### config.mk
export PLATFORM = sky130hd
export DESIGN_NAME = frrp_retry
export DESIGN_NICKNAME = d
export VERILOG_FILES = /design/src/core/frrp_pkg.sv /design/src/core/frrp_retry.sv /design/src/core/frrp_tick.sv
export SDC_FILE = /design/constraint.sdc
export NUM_CORES = 1
export LEC_CHECK = 0
export ABC_AREA = 1
export BUFFER_PORTS_ARGS = -buffer_cell sky130_fd_sc_hd__buf_2
export CAP_MARGIN = 20
export CORE_ASPECT_RATIO = 1.5
export CORE_MARGIN = 3
export CORE_UTILIZATION = 30
export DETAILED_ROUTE_END_ITERATION = 7
export GPL_ROUTABILITY_DRIVEN = 0
export GPL_TIMING_DRIVEN = 0
export RECOVER_POWER = 100
export SLEW_MARGIN = 40
export SYNTH_ARGS = -nofsm -noshare
export SYNTH_HDL_FRONTEND = slang
export SYNTH_SLANG_ARGS = --single-unit
export TNS_END_PERCENT = 20
### constraint.sdc
create_clock -name clock -period 2.25 [get_ports clock]
set_clock_uncertainty 0.15 [all_clocks]
set_input_delay 0.1125 -clock clock [delete_from_list [all_inputs] [get_ports clock]]
set_output_delay 0.1125 -clock clock [all_outputs]
set_load 0.005 [all_outputs]
### src/core/frrp_pkg.sv
// frrp_pkg: shared constants and types for the fault restart retry policy
// assumes: one 50 MHz clock; settings held stable by the configuration logic
package frrp_pkg;

  // ----------------------------------------------------------------------
  // retry field codes
  // ----------------------------------------------------------------------
  localparam logic [2:0] RETRY_TWICE = 3'h2;
  localparam logic [2:0] RETRY_THREE = 3'h3;
  localparam logic [2:0] RETRY_FOUR = 3'h4;
  localparam logic [2:0] RETRY_FIVE = 3'h5;
  localparam logic [2:0] RETRY_SIX = 3'h6;
  localparam logic [2:0] RETRY_FOREVER = 3'h7;

  // ----------------------------------------------------------------------
  // timing
  // ----------------------------------------------------------------------
  localparam int CLK_HZ = 50000000;
  localparam int UNIT_US = 1;
  // cycles per delay unit tick
  localparam int UNIT_CYC = (CLK_HZ / 1000000) * UNIT_US;
  localparam int UNIT_W = 16;

  // ----------------------------------------------------------------------
  // types
  // ----------------------------------------------------------------------
  typedef struct packed {
    logic [2:0] retryCode;
    logic [2:0] delayField;
    logic [7:0] unitScale;
  } frrp_cfg_t;

  typedef enum logic [3:0] {
    ST_RUN = 4'h1,
    ST_WAIT = 4'h2,
    ST_TRY = 4'h4,
    ST_LATCHOFF = 4'h8
  } frrp_state_t;

endpackage : frrp_pkg

### src/core/frrp_retry.sv
// frrp_retry: restart retry policy after an output fault
// assumes: fault, restartOk, offCmd inputs synchronous to clock
// Summary of operation
// codes 100, 101, 110 give exactly four, five, six restart attempts
// when all permitted attempts fail the output is disabled
// output stays off after exhaustion until the fault is cleared
// attempt starts spaced by delay field times the fault delay unit; the code waits that product plus one unit
// code 111 retries forever until off command, bias loss or other fault
// codes 010 and 011 give two and three attempts, same latch-off
`timescale 1ns/10ps
module frrp_retry #(
  parameter int UNIT_CYC = frrp_pkg::UNIT_CYC
) (
  // clock and reset
  input wire logic clock,
  input wire logic arst_n,
  // settings
  input wire frrp_pkg::frrp_cfg_t cfg,
  // converter events
  input wire logic fault,
  input wire logic restartOk,
  input wire logic faultClear,
  input wire logic offCmd,
  input wire logic biasLost,
  input wire logic otherFault,
  // outputs
  output logic outputEnable,
  output logic restartPulse,
  output logic latchedOff,
  output logic [2:0] attemptsDone
);

  function automatic logic [2:0] limitOf(input logic [2:0] code);
    unique case (code)
      frrp_pkg::RETRY_TWICE: limitOf = 3'h2;
      frrp_pkg::RETRY_THREE: limitOf = 3'h3;
      frrp_pkg::RETRY_FOUR: limitOf = 3'h4;
      frrp_pkg::RETRY_FIVE: limitOf = 3'h5;
      frrp_pkg::RETRY_SIX: limitOf = 3'h6;
      default: limitOf = 3'h0;
    endcase
  endfunction : limitOf

  typedef struct packed {
    frrp_pkg::frrp_state_t st;
    logic [2:0] tries;
    logic [10:0] units;
    logic pulse;
  } frrp_st_t;

  frrp_st_t s_q, s_d;
  logic tick;
  logic stopAll;
  logic [10:0] spacing;

  // ----------------------------------------------------------------------
  // delay unit divider
  // ----------------------------------------------------------------------
  frrp_tick #(.UNIT_CYC(UNIT_CYC)) uTick (
    .clock(clock),
    .arst_n(arst_n),
    .run(s_q.st == frrp_pkg::ST_WAIT),
    .tick(tick)
  );

  // zero spacing still waits one unit so attempts never fire back to back
  assign spacing = 11'(cfg.delayField) * 11'(cfg.unitScale);
  assign stopAll = offCmd | biasLost | otherFault;

  // ----------------------------------------------------------------------
  // sequencer
  // ----------------------------------------------------------------------
  always_comb begin
    s_d = s_q;
    s_d.pulse = 1'b0;
    unique case (s_q.st)
      frrp_pkg::ST_RUN: begin
        if (fault) begin
          s_d.st = frrp_pkg::ST_WAIT;
          s_d.tries = '0;
          s_d.units = '0;
        end
      end
      frrp_pkg::ST_WAIT: begin
        if (stopAll && cfg.retryCode == frrp_pkg::RETRY_FOREVER) begin
          s_d.st = frrp_pkg::ST_LATCHOFF;
        end else if (tick) begin
          if (s_q.units >= spacing) begin
            s_d.st = frrp_pkg::ST_TRY;
            s_d.pulse = 1'b1;
            s_d.units = '0;
            if (cfg.retryCode != frrp_pkg::RETRY_FOREVER) begin
              s_d.tries = s_q.tries + 1'b1;
            end
          end else begin
            s_d.units = s_q.units + 1'b1;
          end
        end
      end
      frrp_pkg::ST_TRY: begin
        if (restartOk) begin
          s_d.st = frrp_pkg::ST_RUN;
        end else if (fault) begin
          if (cfg.retryCode != frrp_pkg::RETRY_FOREVER &&
              s_q.tries >= limitOf(cfg.retryCode)) begin
            s_d.st = frrp_pkg::ST_LATCHOFF;
          end else if (stopAll &&
                       cfg.retryCode == frrp_pkg::RETRY_FOREVER) begin
            s_d.st = frrp_pkg::ST_LATCHOFF;
          end else begin
            s_d.st = frrp_pkg::ST_WAIT;
          end
        end
      end
      frrp_pkg::ST_LATCHOFF: begin
        if (faultClear) begin
          s_d.st = frrp_pkg::ST_RUN;
          s_d.tries = '0;
        end
      end
      default: s_d.st = frrp_pkg::ST_LATCHOFF;
    endcase
  end

  always_ff @(posedge clock or negedge arst_n) begin
    if (!arst_n) begin
      s_q <= '{st: frrp_pkg::ST_RUN, tries: 3'h0, units: 11'h0, pulse: 1'b0};
    end else begin
      s_q <= s_d;
    end
  end

  assign outputEnable = (s_q.st == frrp_pkg::ST_RUN) ||
                        (s_q.st == frrp_pkg::ST_TRY);
  assign latchedOff = (s_q.st == frrp_pkg::ST_LATCHOFF);
  assign restartPulse = s_q.pulse;
  assign attemptsDone = s_q.tries;
endmodule : frrp_retry

### src/core/frrp_tick.sv
// frrp_tick: delay unit tick divider, one-cycle enable per unit
// assumes: single clock domain, asynchronous active-low reset
`timescale 1ns/10ps
module frrp_tick #(
  parameter int UNIT_CYC = frrp_pkg::UNIT_CYC
) (
  // clock and reset
  input wire logic clock,
  input wire logic arst_n,
  // control
  input wire logic run,
  output logic tick
);

  typedef struct packed {
    logic [frrp_pkg::UNIT_W-1:0] cnt;
    logic tick;
  } frrp_tick_st_t;

  frrp_tick_st_t s_q, s_d;

  // last count of a unit, cut to the counter width on purpose
  localparam int UnitLast = UNIT_CYC - 1;
  localparam logic [frrp_pkg::UNIT_W-1:0] CNT_LAST =
    UnitLast[frrp_pkg::UNIT_W-1:0];

  always_comb begin
    s_d = s_q;
    s_d.tick = 1'b0;
    if (!run) begin
      s_d.cnt = '0;
    end else if (s_q.cnt == CNT_LAST) begin
      s_d.cnt = '0;
      s_d.tick = 1'b1;
    end else begin
      s_d.cnt = s_q.cnt + 1'b1;
    end
  end

  always_ff @(posedge clock or negedge arst_n) begin
    if (!arst_n) begin
      s_q <= '0;
    end else begin
      s_q <= s_d;
    end
  end

  assign tick = s_q.tick;

endmodule : frrp_tick

Word level (Yosys, flattened, before mapping)
Cells that the tools add are included.
W data, S select, Z words.
- bits in registers: 36
- input port bits: 22
- logic and storage cells: 68
- output and inout port bits: 6
- mux-type cells: 25
- add/subtract/negate cells: 3
- bitwise gates (word level): 2
- multiply operators: 1
- $lt $le $gt $ge: 2
- reductions and logical operators: 8
- equality and inequality tests: 21
- operators with widths (operator ; number):
    $mux W16 ; 2
    $pmux W11 S2 ; 1
    $mux W4 ; 5
    $mux W19 ; 1
    $mux W18 ; 1
    $add A16 B1 Y16 const B ; 1
    $eq A16 B6 Y1 const B ; 1
    $pmux W4 S4 ; 1
    $mux W15 ; 1
    $pmux W3 S5 ; 1
    $mux W7 ; 2
    $eq A3 B3 Y1 const B ; 4
    $mux W3 ; 4
    $ne A2 B2 Y1 const B ; 6
    $ne A3 B3 Y1 const B ; 4
    $add A11 B1 Y11 const B ; 1
    $ge A11 B11 Y1 ; 1
    $mul A3 B8 Y11 ; 1
    $mux W11 ; 1
    $pmux W3 S3 ; 1
    $reduce_and A7 Y1 ; 1
    $eq A3 B2 Y1 const B ; 2
    $reduce_and A5 Y1 ; 1
    $eq A4 B1 Y1 const B ; 1
    12 further kinds ; 17

Longest topological paths before layout
- word-level depth: 11
- gate-level depth with buffers: 24
- gate-level depth less buffers: 23

Modules after synthesis
A second synthesis with hierarchy kept.
- cell total of the unflattened synthesis: 449
- area, all modules: 3169.3 sq um
- by module, submodules not included (module ; times used ; seq. area each (sq um) ; cells an instance ; area each (sq um)):
    frrp_retry ; 1 ; 476.7 ; 323 ; 2204.6
    frrp_tick ; 1 ; 425.4 ; 126 ; 964.7

Worst setup path before layout
OpenSTA, ideal clock, no wires.
- kind: input-to-reg
- from: input port cfg[10] (netlist name)
- to: register s_q, in the netlist attemptsDone[0]
- buffers on the path: 1
- arrival: 3290 ps
- required time: 1983 ps
- cell stages on the path: 23
- setup time: 117 ps
- path slack: -1307 ps
- path through: clkbuf_1 > nand2_1 > fa_1 > inv_1 > ha_1 > inv_1 > fa_1 > o21ai_0 > a21oi_1 > nor2_1 > nor2_1 > xor2_1 > ha_1 > nand2_1 > nor2_2 > nand2_1 > o21bai_4 > nand2_1 > nand2_1 > nand2_1 > nand2_2 > nand2_1 > nand2_1
- word-level cells in the longest chain between the ends: 4
- RTL lines (item ; line ; RTL):
    start, declared ; frrp_retry.sv:18 ; input wire frrp_pkg::frrp_cfg_t cfg,
    $mul A3 B8 Y11 ; frrp_retry.sv:67 ; assign spacing = 11'(cfg.delayField) * 11'(cfg.unitScale);
    $ge A11 B11 Y1 ; frrp_retry.sv:88 ; if (s_q.units >= spacing) begin
    $ne A2 B2 Y1 (no source line) ; -- ;
    $reduce_and A7 Y1 (no source line) ; -- ;
    end signal, assigned ; frrp_retry.sv:127 ; s_q <= '{st: frrp_pkg::ST_RUN, tries: 3'h0, units: 11'h0, pulse: 1'b0};
    end, declared ; frrp_retry.sv:51 ; frrp_st_t s_q, s_d;
No other way between the ends.
A chain may end at the register's enable or synchronous reset.

Worst setup path after layout
- from: input port cfg[10] (netlist name)
- to: register s_q[5] (netlist name)
- word-level cells in the longest chain between the ends: 6
- RTL lines (item ; line ; RTL):
    $mul A3 B8 Y11 ; frrp_retry.sv:67 ;
    $ge A11 B11 Y1 ; frrp_retry.sv:88 ;
    $mux W11 ; frrp_retry.sv:88 ;
    $mux W19 ; frrp_retry.sv:87 ; end else if (tick) begin
    $mux W15 ; frrp_retry.sv:85 ; if (stopAll && cfg.retryCode == frrp_pkg::RETRY_FOREVER) begin
    $pmux W11 S2 ; frrp_retry.sv:76 ; unique case (s_q.st)
No other way between the ends. The select of a mux whose other input is x is not followed.

==> flow_results.org <==
** Power and ir drop
- Cell internal pwr :: 1.48 mW
- Cell Pwr Density :: 589 nW/µm²
- Of the total power, registers draw 0.315.
- Clock share of power :: 0.310
- IR analysis of the VDD net gives a maximum drop of 0.518 mV.
- The completed layout was analyzed and its total power is 2.30 mW.
- Switching power as a share of total power :: 0.358
- Part of the total power dissipated in combinational logic :: 0.375
- Static leakage :: 1.95 nW
- Sw power :: 824 µW

** Drt
- Summing over every cut layer, the via total after detailed routing is 2,793.
- After the first detailed-routing iteration, the DRC count stood at 93.
- First-pass detailed-route iteration total :: 4
- Number of design rule violations left after detail routing :: 0
- In the routed layout, each cell is associated on average with a via count of 4.53.
- After detailed routing, the average wire length per cell comes to 11.0 µm.
- Once detail routing completed, the nets flagged for antenna violations numbered 0.
- Final WL :: 6770 µm

** Synthesis
- Of the synthesized area, sequential elements account for 0.286.
- By area the synthesized netlist is led by dfrtp_1, nand2_1, ha_1.
- Synthesis produced 434 cells.
- Compound-cell area share of the yosys netlist :: 0.0642
- Count of flip-flops with a built-in enable after synthesis :: 0
- Dominant combinational cell family by area after synthesis :: simple AND/OR/NAND/NOR gates
- The share of synthesized area in the top cell type comes to 0.277.
- Synth Net Count :: 491
- Number of register bits inferred by synthesis :: 36
- Of the total synthesized cell area, the portion taken by AND, OR, NAND and NOR gates is 0.342.
- Of the total synthesized cell area, the portion taken by XOR and XNOR cells is 0.0471.
- After synthesis the cells add up to 3160 µm².
- The portion of synthesized area spent on multiplexers is 0.
- Synth Area per Inst :: 7.28 µm²
- Of the total synthesized cell area, the portion taken by full adders, half adders and majority gates is 0.155.
- For this run, asynchronously set or reset flops after synthesis account for 1.00.
- Synthesis instantiated 38 different standard cells from the library.
- Cell accounting for the most synthesized area :: dfrtp_1
- For this run, the leading register cell type out of synthesis is dfrtp_1.
- During synthesis, Yosys emitted a total of 0 warnings.

** Placement
- In this run the tool buffered the top-level ports with 24 buffer cells.
- Placed cell count :: 599
- Detailed placement finished with a half-perimeter wire length of 5210 µm.
- Setup slack at placement :: -1.24 ns
- Total placed instance area :: 3520 µm²

** CTS
- TritonCTS built the clock tree.
- Clock insertion delay at the later pin of the skew report :: 0.28 ns
- Cell chosen for the clock root :: clkbuf_16
- Clock-pin slew was measured on the worst setup and hold paths at 0.06 ns.
- TritonCTS Buffers :: 5
- Total clock sinks :: 36
- The clock passes through at most 2 buffers.
- Clock H-tree levels :: 2

** Setup path
- The worst setup path is captured at a register.
- Walking the worst path, the cells encountered are clkbuf_16 -> nand2_4 -> fa_1 -> inv_1 -> ha_2 -> inv_2 -> fa_2 -> o21ai_4 -> a21oi_2 -> nor2_1 -> nor2_1 -> xor2_1 -> ha_1 -> nand2_2 -> nor2_4 -> buf_6 -> a21oi_4 -> buf_6 -> nand3b_4 -> nand2_4 -> nand2_1 -> nor2_1.
- Kind of start point of the critical path :: input port
- At the worst endpoint, the required time is 2.31 ns.
- WP buf/inv :: 5
- Most used cell, CP :: nor2_1
- Data arrival time of the critical path :: 3.17 ns
- The worst setup path is of the input port to register kind.
- CP max FO :: 7
- The largest individual stage delay along the critical path comes from the cell fa_1.
- Crit path largest cell delay :: 0.46 ns
- Top cell family by delay on the critical path :: adder cells

** Global route
- The number of antenna violations at the first check in global routing was 0.
- The first global-routing pass estimated 12,200 µm of wire.
- For this run the aggregate overflow at the end of global routing stands at 0.
- Largest net degree at the start of global routing :: 37
- Via count of the first global-routing pass :: 2,868
- For this run, the total global-route usage over all layers was measured as 0.121.

** Worst hold path
- Hold crit path type :: input port to register

** Final layout
- Synth-to-Final Area Change :: 23.6%
- At the end of the flow, the number of nets in the layout was 532.
- Number of antenna cells inserted :: 0
- Of the cells placed in the final design, the portion with a size suffix greater than 1 is 0.189.
- Final instance area :: 3900 µm²
- Once layout is complete, the cells apart from fillers number 616.

** Floorplan
- The initialized floorplan defines 45 standard-cell rows.
- The floorplan step defined a die boundary enclosing 11,800 µm².
- For this configuration, the core starts out at a cell density of 0.310.
- Chip width :: 89.8 µm
- The die is 132 µm tall.
- Pin placement for this block handled 28 I/O pins.
- Floorplan core area :: 10,200 µm²

** Timing
- Highest clock rate :: 321 MHz
- Unrepaired setup endpoints after global routing :: true
- Max-slew violation count :: 0
- At the pin with the least slew margin, the transition time is 0.916 ns.
- Dividing the final minimum period by the clock period gives 1.38.
- Final number of hold-violating endpoints :: 0
- Measured against its own limit, the worst slew margin works out to 0.389.
- Setup violations remaining at the end of the flow were counted as 19.
- Post-layout min period :: 3.11 ns
- Across all setup checks in the final design, the least slack found is -0.862 ns.

** Flow run
- MaxCap Viol Count :: 0

** Outcome
- Failing checks :: setup timing
- Run status :: finished with violations
## registers in the layout, indices dropped and copies added (netlist names)
signal        count
uTick.s_q        16
s_q              15
attemptsDone      3
restartPulse      1
uTick.tick        1
## worst paths after layout
path | start | end | slack (ns) | cells past startpoint
hold / removal | restartOk | s_q[15] | 0.08 | 5
setup / recovery | cfg[10] | s_q[5] | -0.86 | 22
hold reg to reg | uTick.s_q[1] | uTick.s_q[1] | 0.38 | 1
min in group asynchronous | arst_n | uTick.s_q[7] | 0.35 | 2
max in group asynchronous | arst_n | s_q[11] | 1.03 | 2
setup reg to reg | s_q[15] | s_q[6] | 0.32 | 9
## through the flow
stage	TNS, ns	util	hold slack, ns
after global placement	-21.03	0.345	0.113
after global routing	-18.14	0.383	0.156
final	-15.50	0.383	0.0814
after floorplan	-15.40	-	-0.333
after CTS	-14.23	0.379	0.0760
after detailed placement	-21.16	0.346	-0.0422
## metal layers
metal | up-vias | part of all wire | global-route usage
met5 | - | 0 | 0
met4 | 0 | 0.018 | 0.0384
met3 | 11 | 0.027 | 0.0195
met2 | 30 | 0.54 | 0.238
met1 | 1288 | 0.42 | 0.129
li1 | 1464 | - | -
## logic make-up after synthesis
kind of cell / count (synthesis)
compound gates: 33
xor+xnor: 17
fa+ha+maj: 35
buf+inv: 85
flops: 36
simple gates: 228
## worst min-delay path, cell delays in order
cell     delay, ns
buf_2         0.09
inv_1         0.06
o21ai_0       0.09
nand3_1       0.08
nand2_1       0.05
## layout make-up
class / count / area, µm²
Timing Repair Buffer: 34 / 218
Sequential cell: 36 / 902
Multi-Input combinational cell: 313 / 2070
Buffer: 7 / 90.1
Fill cell: 1074 / 6290
Tap cell: 141 / 176
Inverter: 78 / 298
Clock buffer: 7 / 153
## cells in the final DEF, fill, tap and decap left out, drive strengths merged
cell,instances
nand3b,4
nor3b,3
o311ai,1
xnor2,3
inv,77
nand3,34
dlygate4sd3,3
dfrtp,35
buf,29
o21ai,10
nand4,8
or2,1
a21oi,18
nand2,106
ha,28
o21bai,2
fa,7
nor2,54
xor2,14
clkinv,1
dfstp,1
and3,1
nor4,6
clkbuf,16
o22ai,2
nor3,11
## synthesized netlist by cell type, drive strengths merged (4+ instances only)
cell type	n
a21oi	18
clkbuf	4
dfrtp	35
fa	7
ha	28
inv	77
nand2	106
nand3	34
nand3b	4
nand4	8
nor2	54
nor3	11
nor4	6
o21ai	10
xor2	14
## repair_timing
action | CTS | global route
hold buffers | 3 | 0
pin swaps | 7 | 16
hold endpoints to repair | 38 | 0
buffers inserted | 6 | 1
resized for setup | 27 | 12
setup endpoints to repair | 19 | 19
## power by group through the flow
stage                     combinational [mW]  clock (mW)  sequential (mW)
after floorplan                        0.588           0            0.729
after global placement                 0.756           0            0.735
after detailed placement               0.766           0            0.738
after CTS                              0.840       0.728            0.727
after global routing                   0.984       0.760            0.729
final                                  0.863       0.712            0.725
(Power assumes the default switching activity.)
